### config.mk
export PLATFORM = sky130hd
export DESIGN_NAME = acc_ctrl
export DESIGN_NICKNAME = d
export VERILOG_FILES = /design/src/rtl/acc_pkg.sv /design/src/rtl/acc_ctrl.sv
export SDC_FILE = /design/constraint.sdc
export NUM_CORES = 1
export LEC_CHECK = 0
export ABC_AREA = 0
export BUFFER_PORTS_ARGS = -buffer_cell sky130_fd_sc_hd__clkbuf_2
export CELL_PAD_IN_SITES_DETAIL_PLACEMENT = 1
export CELL_PAD_IN_SITES_GLOBAL_PLACEMENT = 1
export CORE_MARGIN = 3
export CORE_UTILIZATION = 45
export DETAILED_ROUTE_END_ITERATION = 7
export PLACE_DENSITY_LB_ADDON = 0.25
export SETUP_SLACK_MARGIN = 0.15
export SYNTH_ARGS = -nofsm -noshare
export SYNTH_HDL_FRONTEND = slang
export SYNTH_SLANG_ARGS = --single-unit
export TNS_END_PERCENT = 1
### constraint.sdc
create_clock -name core_clk -period 3.1 [get_ports core_clk]
set_input_delay 0.62 -clock core_clk [delete_from_list [all_inputs] [get_ports core_clk]]
set_output_delay 0.62 -clock core_clk [all_outputs]
set_load 0.01 [all_outputs]
### src/rtl/acc_pkg.sv
// Purpose: Shared constants and types for the converter mode and
//          calibration control block
// Assumes: APB word registers, one core clock
// Notes:   The three-level strap arrives as two comparator bits

package acc_pkg;

	// Register indices; the byte address is four times the index
	localparam logic [5:0] CFG_IDX   = 6'h01;
	localparam logic [5:0] FSADJ_IDX = 6'h03;
	localparam logic [5:0] STAT_IDX  = 6'h04;
	localparam logic [5:0] ISTAT_IDX = 6'h05;
	localparam logic [5:0] IMASK_IDX = 6'h06;

	// Field positions
	localparam int CFG_SYNC_SEL_BIT = 14;
	localparam int ST_EXT_BIT       = 0;
	localparam int ST_CAL_BIT       = 1;
	localparam int ST_RANGE_BIT     = 2;
	localparam int ST_DLY_BIT       = 3;
	localparam int ST_PH_LSB        = 8;

	// Reset values and range codes
	localparam logic [15:0] CFG_RST      = 16'h0000;
	localparam logic [15:0] FSADJ_RST    = 16'h0080;
	localparam logic [7:0]  FS_CODE_LOW  = 8'h00;
	localparam logic [7:0]  FS_CODE_HIGH = 8'hff;

	// Strap comparator codes; any other code means floating or mid
	localparam logic [1:0] STRAP_LOW  = 2'h0;
	localparam logic [1:0] STRAP_HIGH = 2'h3;

	// Interrupt bits
	localparam int INT_W        = 4;
	localparam int INT_CAL_DONE = 0;
	localparam int INT_SYNC     = 1;
	localparam int INT_FRAME    = 2;
	localparam int INT_MODE     = 3;

	// Timing counts in core clock cycles
	localparam int          CNT_W         = 24;
	localparam int          REQ_W         = 7;
	localparam logic [6:0]  CAL_REQ_MIN   = 7'h50;
	localparam int          CAL_SHORT_CYC = 1024;
	localparam int          CAL_LONG_CYC  = 1048576;
	localparam int          CAL_RUN_CYC   = 4096;
	localparam int          PH_W          = 8;

	// Serial frame: four address bits then sixteen data bits
	localparam int         SER_BITS = 20;
	localparam logic [4:0] SER_FULL = 5'h14;

	typedef enum logic [1:0] {
		CAL_WAIT = 2'h1,
		CAL_RUN  = 2'h3,
		CAL_IDLE = 2'h2
	} acc_cal_t;

	typedef struct packed {
		logic [1:0]          strap_m;
		logic [1:0]          strap_s;
		logic                shr_m;
		logic                shr_s;
		logic                sclk_m;
		logic                sclk_s;
		logic                sclk_q;
		logic                sdi_m;
		logic                sdi_s;
		logic                req_m;
		logic                req_s;
		logic                req_q;
		logic                sck_m;
		logic                sck_s;
		logic                sck_q;
		logic                rp_m;
		logic                rp_s;
		logic                rn_m;
		logic                rn_s;
		logic                rs_m;
		logic                rs_s;
		logic                sync_q;
		logic                ext;
		logic [7:0]          fs_code;
		logic [15:0]         cfg;
		logic [15:0]         fsadj;
		logic [SER_BITS-1:0] shreg;
		logic [4:0]          bitcnt;
		logic [INT_W-1:0]    istat;
		logic [INT_W-1:0]    imask;
		acc_cal_t            cal;
		logic [CNT_W-1:0]    cal_cnt;
		logic [REQ_W-1:0]    req_cnt;
		logic                req_low_ok;
		logic [7:0]          sd_m;
		logic [7:0]          sd_s;
		logic [7:0]          sample;
		logic                samp_stb;
		logic [PH_W-1:0]     phase;
	} acc_state_t;

endpackage : acc_pkg

### src/rtl/acc_ctrl.sv
// Purpose: Strap mode decode, range select, calibration sequencing,
//          sample clock sync and serial control for the converter
// Assumes: All converter pins are asynchronous and pass two flops first
// Notes:   One packed state record, one next-state process
// Function
// - Normal mode, strap low: small range
// - Normal mode, strap high: large range
// - Floating strap enables serial and registers
// - Defined strap: shared pin sets calibration delay
// - Floating strap: shared pin is chip select
// - Extended mode: range from adjust register
// - Sample on both sample clock edges
// - Positive sync pulse resets sample clock
// - Config bit 14 set: differential sync
// - Calibration flag high only while running
// - 80 low then 80 high starts calibration
// - Config bit 14 clear: single sync
// - Extended mode: serial clock shifts data
//
// Added by the designer: register access over APB and the register offsets.

`timescale 1ns/1ps

module acc_ctrl #(
	parameter int CAL_SHORT = acc_pkg::CAL_SHORT_CYC,
	parameter int CAL_LONG  = acc_pkg::CAL_LONG_CYC,
	parameter int CAL_RUNC  = acc_pkg::CAL_RUN_CYC
) (
	input  wire logic        core_clk,
	input  wire logic        arst_n,
	input  wire logic        ce,
	input  wire logic        psel,
	input  wire logic        penable,
	input  wire logic        pwrite,
	input  wire logic [7:0]  paddr,
	input  wire logic [31:0] pwdata,
	output logic      [31:0] prdata,
	output logic             pready,
	output logic             pslverr,
	input  wire logic [1:0]  range_or_ext_ctrl_strap,
	input  wire logic        cal_start_delay_select,
	input  wire logic        serial_clk,
	input  wire logic        serial_input_line,
	input  wire logic        cal_request,
	input  wire logic        sample_clk,
	input  wire logic [7:0]  sample_in,
	input  wire logic        sample_clock_sync_pos,
	input  wire logic        sample_clock_sync_neg,
	input  wire logic        sample_clock_sync_single,
	output logic             ext_ctrl_mode,
	output logic [7:0]       full_scale_code,
	output logic             serial_chip_select_n,
	output logic             cal_delay_long,
	output logic             calibration_active,
	output logic [7:0]       sample_out,
	output logic             sample_valid,
	output logic [7:0]       sample_phase,
	output logic             irq
);

	acc_pkg::acc_state_t st_ff;
	acc_pkg::acc_state_t nxt_st;

	logic                      acc_en;
	logic                      wr_en;
	logic [5:0]                idx;
	logic                      hit;
	logic                      strap_def;
	logic                      cs_n;
	logic                      dly_long;
	logic [acc_pkg::CNT_W-1:0] wait_len;
	logic                      sync_lvl;
	logic                      sync_rise;
	logic                      trig;
	logic [acc_pkg::INT_W-1:0] ev;
	logic [acc_pkg::INT_W-1:0] clr;

	// APB decode; zero wait states, unmapped words answer with an error
	assign acc_en  = psel & penable;
	assign idx     = paddr[7:2];
	assign hit     = (idx == acc_pkg::CFG_IDX) ||
	                 (idx == acc_pkg::FSADJ_IDX) ||
	                 (idx == acc_pkg::STAT_IDX) ||
	                 (idx == acc_pkg::ISTAT_IDX) ||
	                 (idx == acc_pkg::IMASK_IDX);
	assign wr_en   = acc_en & pwrite & hit & ce;
	assign pready  = 1'b1;
	assign pslverr = acc_en & ~hit;

	// Read mux over registered state only
	always_comb begin
		prdata = 32'h0000_0000;
		case (idx)
			acc_pkg::CFG_IDX:   prdata[15:0] = st_ff.cfg;
			acc_pkg::FSADJ_IDX: prdata[15:0] = st_ff.fsadj;
			acc_pkg::STAT_IDX: begin
				prdata[acc_pkg::ST_EXT_BIT]   = st_ff.ext;
				prdata[acc_pkg::ST_CAL_BIT]   = calibration_active;
				prdata[acc_pkg::ST_RANGE_BIT] = st_ff.fs_code[7];
				prdata[acc_pkg::ST_DLY_BIT]   = dly_long;
				prdata[acc_pkg::ST_PH_LSB +: acc_pkg::PH_W] = st_ff.phase;
			end
			acc_pkg::ISTAT_IDX: prdata[acc_pkg::INT_W-1:0] = st_ff.istat;
			acc_pkg::IMASK_IDX: prdata[acc_pkg::INT_W-1:0] = st_ff.imask;
			default:            prdata = 32'h0000_0000;
		endcase
	end

	// Shared pin meaning follows the registered mode flag
	assign strap_def = (st_ff.strap_s == acc_pkg::STRAP_LOW) ||
	                   (st_ff.strap_s == acc_pkg::STRAP_HIGH);
	assign cs_n      = st_ff.ext ? st_ff.shr_s : 1'b1;
	assign dly_long  = st_ff.ext ? 1'b0 : st_ff.shr_s;
	assign wait_len  = dly_long ? acc_pkg::CNT_W'(CAL_LONG - 1)
	                            : acc_pkg::CNT_W'(CAL_SHORT - 1);

	// Sync source picked by config bit; positive differential is P>N
	assign sync_lvl  = st_ff.cfg[acc_pkg::CFG_SYNC_SEL_BIT]
	                 ? (st_ff.rp_s & ~st_ff.rn_s)
	                 : st_ff.rs_s;
	assign sync_rise = sync_lvl & ~st_ff.sync_q;

	// Request qualifies once it has been high long enough after a low
	assign trig = st_ff.req_s & st_ff.req_low_ok &
	              (st_ff.req_cnt == acc_pkg::REQ_W'(acc_pkg::CAL_REQ_MIN - 2));

	// Interrupt clears from APB
	assign clr = (wr_en && idx == acc_pkg::ISTAT_IDX)
	           ? pwdata[acc_pkg::INT_W-1:0] : '0;

	// Next-state logic for the whole block
	always_comb begin
		nxt_st = st_ff;
		ev     = '0;
		// Two-flop synchronisers; first stage read only by the second
		nxt_st.strap_m = range_or_ext_ctrl_strap;
		nxt_st.strap_s = st_ff.strap_m;
		nxt_st.shr_m   = cal_start_delay_select;
		nxt_st.shr_s   = st_ff.shr_m;
		nxt_st.sclk_m  = serial_clk;
		nxt_st.sclk_s  = st_ff.sclk_m;
		nxt_st.sclk_q  = st_ff.sclk_s;
		nxt_st.sdi_m   = serial_input_line;
		nxt_st.sdi_s   = st_ff.sdi_m;
		nxt_st.req_m   = cal_request;
		nxt_st.req_s   = st_ff.req_m;
		nxt_st.req_q   = st_ff.req_s;
		nxt_st.sck_m   = sample_clk;
		nxt_st.sck_s   = st_ff.sck_m;
		nxt_st.sck_q   = st_ff.sck_s;
		nxt_st.rp_m    = sample_clock_sync_pos;
		nxt_st.rp_s    = st_ff.rp_m;
		nxt_st.rn_m    = sample_clock_sync_neg;
		nxt_st.rn_s    = st_ff.rn_m;
		nxt_st.rs_m    = sample_clock_sync_single;
		nxt_st.rs_s    = st_ff.rs_m;
		// Data bus settles long before the synced edge that takes it
		nxt_st.sd_m    = sample_in;
		nxt_st.sd_s    = st_ff.sd_m;
		nxt_st.sync_q  = sync_lvl;

		// Single mode flag from the three-level strap
		nxt_st.ext = ~strap_def;
		if (nxt_st.ext != st_ff.ext)
			ev[acc_pkg::INT_MODE] = 1'b1;

		// Range source follows the registered flag
		if (st_ff.ext)
			nxt_st.fs_code = st_ff.fsadj[7:0];
		else if (st_ff.strap_s == acc_pkg::STRAP_HIGH)
			nxt_st.fs_code = acc_pkg::FS_CODE_HIGH;
		else
			nxt_st.fs_code = acc_pkg::FS_CODE_LOW;

		// APB register writes
		if (wr_en && idx == acc_pkg::CFG_IDX)
			nxt_st.cfg = pwdata[15:0];
		if (wr_en && idx == acc_pkg::FSADJ_IDX)
			nxt_st.fsadj = pwdata[15:0];
		if (wr_en && idx == acc_pkg::IMASK_IDX)
			nxt_st.imask = pwdata[acc_pkg::INT_W-1:0];

		// Serial shifter; serial writes win over APB in the same cycle
		if (st_ff.ext && !cs_n) begin
			if (st_ff.sclk_s && !st_ff.sclk_q &&
			    st_ff.bitcnt != acc_pkg::SER_FULL) begin
				nxt_st.shreg  = {st_ff.shreg[acc_pkg::SER_BITS-2:0],
				                 st_ff.sdi_s};
				nxt_st.bitcnt = st_ff.bitcnt + 5'h01;
			end
		end else begin
			// Only a complete frame is applied; short frames vanish
			if (st_ff.ext && st_ff.bitcnt == acc_pkg::SER_FULL) begin
				ev[acc_pkg::INT_FRAME] = 1'b1;
				if (st_ff.shreg[19:16] == acc_pkg::CFG_IDX[3:0])
					nxt_st.cfg = st_ff.shreg[15:0];
				if (st_ff.shreg[19:16] == acc_pkg::FSADJ_IDX[3:0])
					nxt_st.fsadj = st_ff.shreg[15:0];
			end
			nxt_st.bitcnt = 5'h00;
		end

		// Sample on either edge of the sample clock
		nxt_st.samp_stb = st_ff.sck_s ^ st_ff.sck_q;
		if (st_ff.sck_s ^ st_ff.sck_q)
			nxt_st.sample = st_ff.sd_s;
		if (sync_rise) begin
			nxt_st.phase = '0;
			ev[acc_pkg::INT_SYNC] = 1'b1;
		end else if (st_ff.sck_s ^ st_ff.sck_q) begin
			nxt_st.phase = st_ff.phase + 1'b1;
		end

		// Request pulse qualifier: low time then high time, each counted
		if (st_ff.req_s != st_ff.req_q) begin
			nxt_st.req_cnt    = '0;
			nxt_st.req_low_ok = st_ff.req_s &&
			    st_ff.req_cnt == acc_pkg::REQ_W'(acc_pkg::CAL_REQ_MIN - 1);
		end else if (trig) begin
			nxt_st.req_cnt    = '0;
			nxt_st.req_low_ok = 1'b0;
		end else if (st_ff.req_cnt !=
		             acc_pkg::REQ_W'(acc_pkg::CAL_REQ_MIN - 1)) begin
			nxt_st.req_cnt = st_ff.req_cnt + 1'b1;
		end

		// Calibration sequencer; a request during a run is dropped
		case (st_ff.cal)
			acc_pkg::CAL_WAIT: begin
				if (st_ff.cal_cnt >= wait_len) begin
					nxt_st.cal     = acc_pkg::CAL_RUN;
					nxt_st.cal_cnt = '0;
				end else begin
					nxt_st.cal_cnt = st_ff.cal_cnt + 1'b1;
				end
			end
			acc_pkg::CAL_RUN: begin
				if (st_ff.cal_cnt == acc_pkg::CNT_W'(CAL_RUNC - 1)) begin
					nxt_st.cal     = acc_pkg::CAL_IDLE;
					nxt_st.cal_cnt = '0;
					ev[acc_pkg::INT_CAL_DONE] = 1'b1;
				end else begin
					nxt_st.cal_cnt = st_ff.cal_cnt + 1'b1;
				end
			end
			acc_pkg::CAL_IDLE: begin
				if (trig) begin
					nxt_st.cal     = acc_pkg::CAL_RUN;
					nxt_st.cal_cnt = '0;
				end
			end
			default: begin
				nxt_st.cal     = acc_pkg::CAL_IDLE;
				nxt_st.cal_cnt = '0;
			end
		endcase

		// Sticky status: a new event beats a same-cycle clear
		nxt_st.istat = (st_ff.istat & ~clr) | ev;
	end

	// State register; clock enable low freezes everything
	always_ff @(posedge core_clk or negedge arst_n) begin
		if (!arst_n) begin
			st_ff       <= '0;
			st_ff.cfg   <= acc_pkg::CFG_RST;
			st_ff.fsadj <= acc_pkg::FSADJ_RST;
			st_ff.cal   <= acc_pkg::CAL_WAIT;
		end else if (ce) begin
			st_ff <= nxt_st;
		end
	end

	// Outputs
	assign ext_ctrl_mode        = st_ff.ext;
	assign full_scale_code      = st_ff.fs_code;
	assign serial_chip_select_n = cs_n;
	assign cal_delay_long       = dly_long;
	assign calibration_active   = (st_ff.cal == acc_pkg::CAL_RUN);
	assign sample_out           = st_ff.sample;
	assign sample_valid         = st_ff.samp_stb;
	assign sample_phase         = st_ff.phase;
	assign irq                  = |(st_ff.istat & st_ff.imask);
endmodule : acc_ctrl

==> results.py, run 1 <==
metrics = {
    "clock_tree": {
        "cts_tree": "yes",
        "clock_path_buffers": 2,
        "htreeDepth": 4,
        "cts_root_buf": "clkbuf_16",
        "post-cts-setup-buffer-count": 0,
        "clock_sinks": 165,
        "cts-buffers-inserted": 17,
        "path_clk_slew_ns": 0.07,
        "clock_latency_ns": 0.44,
    },
    "drt": {
        "drtIter0Drc": 493,
        "wirelength_mm": 23.24,
        "vias": 6773,
        "drc": 0,
        "dr.pass1.iters": 5,
        "route.antenna.remaining_nets": 0,
        "wl_per_cell_um": 20.35,
        "vias_per_cell": 5.931,
    },
    "status": {
        "outcome": "finished, final reports clean",
    },
    "final_layout": {
        "utilization": 0.5297,
        "final_area_um2": 9613,
        "drive_gt1_frac": 0.2694,
        "area_delta_synth_final_pct": 14.47,
        "diodes": 0,
        "fin_nets": 985,
    },
    "timing": {
        "rsz0062_at_grt": "yes",
        "fin_tns_setup_ns": 0,
        "worst_slew_margin_rel": 0.4290,
        "drv_slew": 0,
        "clock.fmax_mhz": 342.6,
        "final-setup-viol-count": 0,
        "finalHoldViolations": 0,
        "fin_crit_sh": 0.9416,
        "worstMarginPinSlew_ns": 0.8487,
        "finalClockSkew_ns": 0.01476,
        "period_needed_ns": 2.919,
    },
    "grt": {
        "grt_pass1_wl_mm": 37.91,
        "global_route.usage.total": 0.2326,
        "grt_overflow_total": 0,
        "antenna_found_initial": 0,
        "grt_max_degree": 63,
        "grt_pass1_vias": 7403,
    },
    "critical_path": {
        "cp.depth": 8,
        "critical_path_buf_inv_count": 4,
        "path_delay_family": "simple AND/OR/NAND/NOR gates",
        "critPathMaxFanout": 8,
        "worstReg2RegEnd": "st_ff[65]",
        "cp_data_arrival_time_ns": 2.30,
        "crit_chain": "clkbuf_2 -> or3_1 -> or3b_2 -> nor2_1 -> buf_4 -> a222oi_1 -> inv_1 -> clkbuf_2",
        "critPathKind": "in2out",
        "slowest_stage": "or3b_2",
        "critPathRequiredTime_ns": 2.48,
        "cpMostUsedCell": "clkbuf_2",
        "rr_worst_depth": 9,
        "r2r_slack_ns": 0.27,
        "end_kind": "primary output",
        "worst_path_largest_cell_delay_ns": 0.52,
        "r2r_start": "ext_ctrl_mode",
        "cp-start-kind": "primary input",
    },
    "synthesis": {
        "synth_top_area_cell": "dfrtp_1",
        "synth_edf_count": 0,
        "synth_seq_cells": 165,
        "syn_inst": 821,
        "syn_avg_cell_area_um2": 10.23,
        "ys_types": 67,
        "ys_warn_count": 0,
        "synth_top_area_frac": 0.4857,
        "ys_async_sr_fraction": 1.000,
        "synth-main-ff-cell": "dfrtp_1",
        "yosysSeqAreaShare": 0.4920,
        "synth_area_leaders": "dfrtp_1 (49%), mux2_2 (8.8%), a21oi_1 (4.1%)",
        "syn-cell-area_um2": 8398,
    },
    "die": {
        "die_area_um2": 20340,
        "ios": 128,
        "initial_core_util": 0.4628,
        "fp.dieH_um": 142.6,
        "core_area_um2": 18150,
        "die_w_um": 142.6,
        "placementRows": 49,
    },
    "worst_hold_path": {
        "min_path_type": "in2async",
    },
    "placed_design": {
        "io_buffers": 92,
        "place.gp.congestion": 0.8449,
        "placed_area_um2": 9042,
        "hpwlAfterDp_mm": 16.11,
    },
    "power": {
        "power_density_nw_per_um2": 644.8,
        "peakVddDrop_v": 0.0004331,
        "p_leak_nw": 4.478,
        "total_power_mw": 6.198,
    },
    "flow_run": {
        "drv_cap": 0,
    },
}
-- power breakdown --
group | switching, mW | internal [mW]
Sequential | 0.325 | 2.46
Clock | 0.925 | 1.11
Combinational | 0.798 | 0.588
Total | 2.05 | 4.15
-- worst max-delay path by stage --
stage            endpoint          start  slack, ns
5_1_grt        prdata[10]       paddr[5]        0.1
3_3_place_gp   prdata[14]       paddr[5]       0.22
6_report       prdata[10]       paddr[5]       0.18
4_1_cts         st_ff[64]  ext_ctrl_mode       0.17
2_1_floorplan   st_ff[57]  ext_ctrl_mode       0.28
3_5_place_dp   prdata[10]       paddr[5]       0.20
-- flip-flops by register name (all words and copies together), names as in the netlist --
signal,count
ext_ctrl_mode,1
full_scale_code,8
nxt_st,21
sample_out,8
sample_phase,8
sample_valid,1
st_ff,118
-- what timing repair did --
item	4_1_cts	5_1_grt
hold buffers	0	0
hold endpoints to repair	0	0
resized for setup	0	4
endpoints found under the setup margin	0	29
-- cells in the mapped netlist, drive strengths merged (3+ instances only) --
library cell / count
a21oi: 69
nor2: 75
or3: 12
o22ai: 32
o31ai: 10
buf: 48
or2: 4
mux2i: 8
nor2b: 8
nand4: 16
a22oi: 7
nand3: 19
and2: 4
or4: 3
nor3b: 7
a222oi: 9
nand2: 72
a21o: 3
clkbuf: 33
nand2b: 4
xnor2: 7
a22o: 9
inv: 20
xor2: 4
a32oi: 5
dfrtp: 163
nor3: 7
o21ai: 27
ha: 21
mux2: 66
and3: 4
and4: 4
nor4: 6
-- layout make-up --
class,instances,area (µm²)
clock buffers,17,425.4
clock inverters,15,128.9
fillers,2028,8534
inverters,20,75.07
multi-input cells,570,3804
flip-flops and latches,165,4131
well taps,229,286.5
repair buffers,126,762.0
-- through the flow --
step / worst slack, ns / hold slack [ns] / instances
2_1_floorplan: 0.2825 / 0.3244 / 836
3_3_place_gp: 0.2233 / 0.4449 / 1110
3_5_place_dp: 0.1951 / 0.4593 / 1110
4_1_cts: 0.1666 / 0.1861 / 1142
5_1_grt: 0.09842 / 0.2086 / 1142
6_report: 0.1812 / 0.1686 / 1142
-- cells by family (layout without fill, tap and decap cells) --
logic type / after synthesis / count (layout) / synth area share
simple gates: 252 / 252 / 0.1502
compound gates: 195 / 195 / 0.1517
flops: 165 / 165 / 0.4920
buf+inv: 101 / 178 / 0.06451
mux: 74 / 74 / 0.09803
fa+ha+maj: 21 / 21 / 0.03129
xor+xnor: 11 / 11 / 0.01147
other cells: 2 / 17 / 0.0008943
-- placed cells by master, fill, tap and decap left out, types with 21 or more instances in the layout --
cell,synthesis,layout
buf_4,42,32
nand2_1,72,72
ha_1,21,21
o21ai_0,27,26
mux2_2,66,66
o22ai_1,32,32
nor2_1,75,75
dfrtp_1,163,163
clkbuf_2,0,90
a21oi_1,69,69
-- per-layer routing --
layer / share of wire / global-route usage
met5: 0 / 0
met1: 0.43 / 0.2925
met3: 0.035 / 0.03617
met4: 0.013 / 0.07354
met2: 0.53 / 0.4120
-- worst register-to-register path, stage by stage (launching register included) --
cell	delay (ns)
dfrtp_1	0.37
nand2b_1	0.30
ha_1	0.39
nand4_1	0.16
nor4_2	0.33
buf_4	0.18
nor4_4	0.05
or2_2	0.35
nor3_2	0.25
mux2_2	0.37
(Power assumes the default switching activity.)
==> run 2: changes to the inputs <==
Settings changed: CORE_ASPECT_RATIO set to 0.75.
==> run 2 against run 1 <==
  * Core utilization is 0.51 points higher
  * Worst setup slack gained 0.059 ns
  * Register-to-register slack about the same
  * Cell count increased by 0.88%
  * Critical path depth decreased by 1
  * Power rose by 0.81%
  * Clock power is 3% higher
  * Via count down 0.19%
  * Worst hold slack lost 0.11 ns
  * Flip-flop and latch count unchanged
  * Critical endpoint is now prdata[2]
==> results.py, run 2 (same netlist as run 1, synthesis figures left out) <==
metrics = {
    "status": {
        "outcome": "finished, final reports clean",
    },
    "critical_path": {
        "critPathRequiredTime_ns": 2.48,
        "path_delay_family": "simple AND/OR/NAND/NOR gates",
        "cp-start-kind": "primary input",
        "worst_path_largest_cell_delay_ns": 0.63,
        "critPathMaxFanout": 4,
        "critPathKind": "in2out",
        "slowest_stage": "or4b_1",
        "r2r_slack_ns": 0.27,
        "cpMostUsedCell": "clkbuf_2",
        "crit_chain": "clkbuf_2 -> or4b_1 -> or2_2 -> nor2_1 -> a21oi_1 -> o21ai_0 -> clkbuf_2",
        "r2r_start": "ext_ctrl_mode",
        "critical_path_buf_inv_count": 2,
        "worstReg2RegEnd": "st_ff[65]",
        "rr_worst_depth": 9,
        "end_kind": "primary output",
        "cp_data_arrival_time_ns": 2.24,
    },
    "final_layout": {
        "fill_cells": 2012,
        "top_register": "st_ff",
        "drive_gt1_frac": 0.2648,
        "diodes": 0,
        "utilization": 0.5348,
        "area_delta_synth_final_pct": 14.45,
        "fin_nets": 982,
        "final_area_um2": 9612,
        "final_common_cell": "dfrtp_1",
        "largest_reg_flops": 118,
        "mostFrequentLayoutCells": "dfrtp_1 (163), clkbuf_2 (90), nor2_1 (75), nand2_1 (72), a21oi_1 (69)",
        "instances_no_fill": 1152,
    },
    "flow_run": {
        "drv_cap": 0,
    },
    "clock_tree": {
        "path_clk_slew_ns": 0.07,
        "htreeDepth": 4,
        "cts-buffers-inserted": 17,
        "cts_root_buf": "clkbuf_16",
        "clock_latency_ns": 0.43,
        "cts_tree": "yes",
        "clock_path_buffers": 2,
        "hold_buffers": 0,
        "clock_sinks": 165,
    },
    "placed_design": {
        "place.gp.congestion": 0.8325,
        "placed_area_um2": 9024,
        "hpwlAfterDp_mm": 16.59,
        "place_inst": 1120,
        "io_buffers": 92,
        "pre_cts_ws_ns": 0.1604,
    },
    "grt": {
        "grt_pass1_wl_mm": 38.82,
        "grt_overflow_total": 0,
        "global_route.usage.total": 0.2376,
        "antenna_found_initial": 0,
        "grt_max_degree": 97,
        "grt_pass1_vias": 7294,
    },
    "timing": {
        "period_needed_ns": 2.860,
        "whs_ns": 0.05891,
        "rsz0062_at_grt": "yes",
        "final-setup-viol-count": 0,
        "worstMarginPinSlew_ns": 0.9137,
        "finalClockSkew_ns": 0.01009,
        "finalHoldViolations": 0,
        "drv_slew": 0,
        "worst_slew_margin_rel": 0.3853,
        "fin_ws_ns": 0.2402,
        "fin_tns_setup_ns": 0,
        "clock.fmax_mhz": 349.7,
        "fin_crit_sh": 0.9225,
    },
    "drt": {
        "vias_per_cell": 5.868,
        "drc": 0,
        "drtIter0Drc": 612,
        "wirelength_mm": 23.41,
        "wl_per_cell_um": 20.32,
        "vias": 6760,
        "dr.pass1.iters": 5,
        "route.antenna.remaining_nets": 0,
    },
    "die": {
        "ios": 128,
        "placementRows": 42,
        "die_area_um2": 20350,
        "die_w_um": 163.7,
        "initial_core_util": 0.4673,
        "core_area_um2": 17970,
        "fp.dieH_um": 124.3,
    },
    "power": {
        "peakVddDrop_v": 0.0003821,
        "total_power_mw": 6.248,
        "power_density_nw_per_um2": 650.1,
        "p_leak_nw": 4.467,
    },
    "worst_hold_path": {
        "min_path_type": "in2async",
    },
}
==> run 2: changes by cell type in the layout (fill, tap and decap cells not counted), moves of 2 or more <==
cell | before | now
inv_8 | 0 | 2
clkinv_2 | 5 | 0
buf_4 | 32 | 30
clkinv_4 | 2 | 5
==> run 2: worst max-delay path by stage <==
stage                            end  slack [ns]          start  cells after the start
after global placement    prdata[13]        0.24       paddr[5]                      8
after floorplan            st_ff[57]        0.28  ext_ctrl_mode                     10
after CTS                 prdata[13]        0.21       paddr[5]                      8
after detailed placement   st_ff[48]        0.16  ext_ctrl_mode                     10
after global routing       st_ff[48]        0.11  ext_ctrl_mode                     10
final                      prdata[2]        0.24       paddr[5]                      7
==> run 2: timing repair <==
action,4_1_cts,5_1_grt
setup buffers,0,0
resized for setup,1,2
gates cloned,0,0
setup endpoints to repair,1,20
==> run 2: worst register-to-register path, stage by stage, from the launching register on <==
cell and delay, ns:
dfrtp_1 0.38, nand2b_2 0.29, ha_1 0.36, nand4_1 0.12, nor4_1 0.33, buf_4 0.19, nor4_4 0.05, or2_2 0.36
nor3_1 0.30, mux2_2 0.38
==> run 2: where the power goes <==
group | leakage (nW) | internal (mW) | switching (mW) | total (mW)
combinational | 2.10 | 0.567 | 0.806 | 1.37
sequential | 2.10 | 2.46 | 0.318 | 2.77
clock | 0.273 | 1.15 | 0.952 | 2.10
total | 4.47 | 4.17 | 2.08 | 6.25
==> run 2: final cells by class <==
| cell class | count | area [µm²] | share of cell area |
|---|---|---|---|
| clock buffer | 18 | 439.2 | 0.04569 |
| clock inverter | 14 | 143.9 | 0.01497 |
| inverter | 20 | 75.07 | 0.007810 |
| multi-input combinational | 570 | 3792 | 0.3946 |
| sequential | 165 | 4131 | 0.4298 |
| tap | 242 | 302.8 | 0.03150 |
| timing repair buffer | 123 | 726.9 | 0.07563 |
==> run 2: per-layer routing <==
metal,vias up,track usage,wire (µm)
met5,-,0,0
met4,0,0.06067,370
met3,30,0.03690,907
met2,184,0.3944,11510
met1,3451,0.3266,10630
li1,3095,-,-
==> run 3: changes to the inputs <==
Settings changed: CORE_ASPECT_RATIO 0.75 to unset, PLACE_DENSITY set to 0.89, PLACE_DENSITY_LB_ADDON 0.25 to unset.
==> run 3 against run 2 <==
  * Clock skew decreased by 0.0013 ns
  * Combinational power up 3%
  * Via count rose by 3.0%
  * Die area barely moved
  * Clock power grew 2%
  * Core utilization decreased by 0.62 points
  * Sequential share of layout area up 0.084 points
  * Count of clock-buffer cells in the layout did not move
  * Critical path depth unchanged
  * Fmax fell by 0.88%
==> results.py, run 3 (same netlist as run 1, synthesis figures left out) <==
metrics = {
    "grt": {
        "grt_max_degree": 72,
        "grt_pass1_vias": 7248,
        "grt_pass1_wl_mm": 39.66,
        "global_route.usage.total": 0.2471,
        "antenna_found_initial": 0,
        "grt_overflow_total": 0,
    },
    "power": {
        "internal_power_mw": 4.227,
        "p_leak_nw": 4.473,
        "power_density_nw_per_um2": 662.2,
        "switching_share": 0.3346,
        "p_sw_mw": 2.126,
        "peakVddDrop_v": 0.0004110,
        "clockPowerShare": 0.338,
        "seq_power_share": 0.440,
        "pwr-share-comb": 0.222,
    },
    "final_layout": {
        "drive_gt1_frac": 0.2656,
        "final_common_cell": "dfrtp_1",
        "mostFrequentLayoutCells": "dfrtp_1 (163), clkbuf_2 (90), nor2_1 (75), nand2_1 (72), a21oi_1 (69)",
        "largest_reg_flops": 118,
        "top_register": "st_ff",
        "area_delta_synth_final_pct": 14.23,
        "fin_nets": 983,
        "instances_no_fill": 1140,
        "fill_cells": 2052,
        "diodes": 0,
        "utilization": 0.5286,
    },
    "die": {
        "ios": 128,
        "initial_core_util": 0.4628,
        "die_area_um2": 20340,
        "fp.dieH_um": 142.6,
        "placementRows": 49,
        "core_area_um2": 18150,
        "die_w_um": 142.6,
    },
    "clock_tree": {
        "cts_tree": "yes",
        "clock_latency_ns": 0.44,
        "htreeDepth": 4,
        "cts_root_buf": "clkbuf_16",
        "clock_sinks": 165,
        "clock_path_buffers": 2,
        "post-cts-setup-buffer-count": 0,
        "path_clk_slew_ns": 0.07,
        "hold_buffers": 0,
        "ctsResizeCount": 1,
        "cts-buffers-inserted": 17,
    },
    "drt": {
        "vias": 6963,
        "drtIter0Drc": 499,
        "route.antenna.remaining_nets": 0,
        "dr.pass1.iters": 5,
        "wl_per_cell_um": 21.81,
        "drc": 0,
        "wirelength_mm": 24.87,
        "vias_per_cell": 6.108,
    },
    "critical_path": {
        "critPathKind": "in2out",
        "end_kind": "primary output",
        "critPathMaxFanout": 4,
        "r2r_start": "ext_ctrl_mode",
        "setup.worst_path.end": "prdata[2]",
        "worstReg2RegEnd": "st_ff[65]",
        "crit_start": "paddr[5]",
        "r2r_slack_ns": 0.30,
        "cp_data_arrival_time_ns": 2.27,
        "rr_worst_depth": 8,
        "cp-start-kind": "primary input",
        "critPathRequiredTime_ns": 2.48,
    },
    "timing": {
        "period_needed_ns": 2.885,
        "final-setup-viol-count": 0,
        "rsz0062_at_grt": "no",
        "fin_ws_ns": 0.2149,
        "finalClockSkew_ns": 0.008746,
        "worst_slew_margin_rel": 0.4452,
        "worstMarginPinSlew_ns": 0.8305,
        "drv_slew": 0,
        "clock.fmax_mhz": 346.6,
        "finalHoldViolations": 0,
        "fin_tns_setup_ns": 0,
        "fin_crit_sh": 0.9307,
    },
    "status": {
        "outcome": "finished, final reports clean",
    },
    "placed_design": {
        "io_buffers": 92,
        "pre_cts_ws_ns": 0.1790,
        "place.gp.congestion": 0.8163,
        "hpwlAfterDp_mm": 16.23,
        "place_inst": 1108,
    },
    "worst_hold_path": {
        "min_path_type": "in2async",
    },
    "flow_run": {
        "drv_cap": 0,
    },
}
[run 3: layer usage]
layer	track usage	wire length [µm]
met5	0	0
met4	0.09905	759
met2	0.4280	12590
met1	0.3064	10070
met3	0.04421	1452
[run 3: worst min path at each step]
stage                   start             to  depth (start not counted)
finish                 arst_n     st_ff[109]                          1
global route           arst_n     st_ff[109]                          1
CTS                    arst_n     st_ff[109]                          1
detailed placement  st_ff[17]  sample_out[0]                          2
global placement    st_ff[18]  sample_out[1]                          2
floorplan              arst_n  ext_ctrl_mode                          0
[run 3: critical path: stages]
cell	delay [ns]
clkbuf_2	0.08
or4b_1	0.64
or2_2	0.37
nor2_1	0.12
a21oi_1	0.05
o21ai_0	0.17
clkbuf_2	0.21
[run 3: power by group through the flow]
stage          logic, mW  registers [mW]  clock network, mW
2_1_floorplan       1.00            2.70                  0
6_report            1.41            2.80               2.15
5_1_grt             1.56            2.83               2.26
3_3_place_gp        1.27            2.78                  0
3_5_place_dp        1.36            2.81                  0
4_1_cts             1.40            2.78               2.16
[run 3: stage by stage]
stage	hold slack (ns)	total power, mW	instance area [µm²]
3_3_place_gp	0.4470	4.053	9002
4_1_cts	0.1850	6.349	9587
2_1_floorplan	0.3244	3.700	8454
5_1_grt	0.2052	6.649	9593
3_5_place_dp	0.4560	4.163	9002
6_report	0.1706	6.352	9593
[run 3: layout make-up]
cell class,instances,area (µm²),share of cell area
Inverter,20,75.07,0.007826
Timing Repair Buffer,124,721.9,0.07526
Clock buffer,18,429.2,0.04474
Tap cell,229,286.5,0.02987
Multi-Input combinational cell,570,3796,0.3957
Clock inverter,14,152.6,0.01591
Sequential cell,165,4131,0.4307
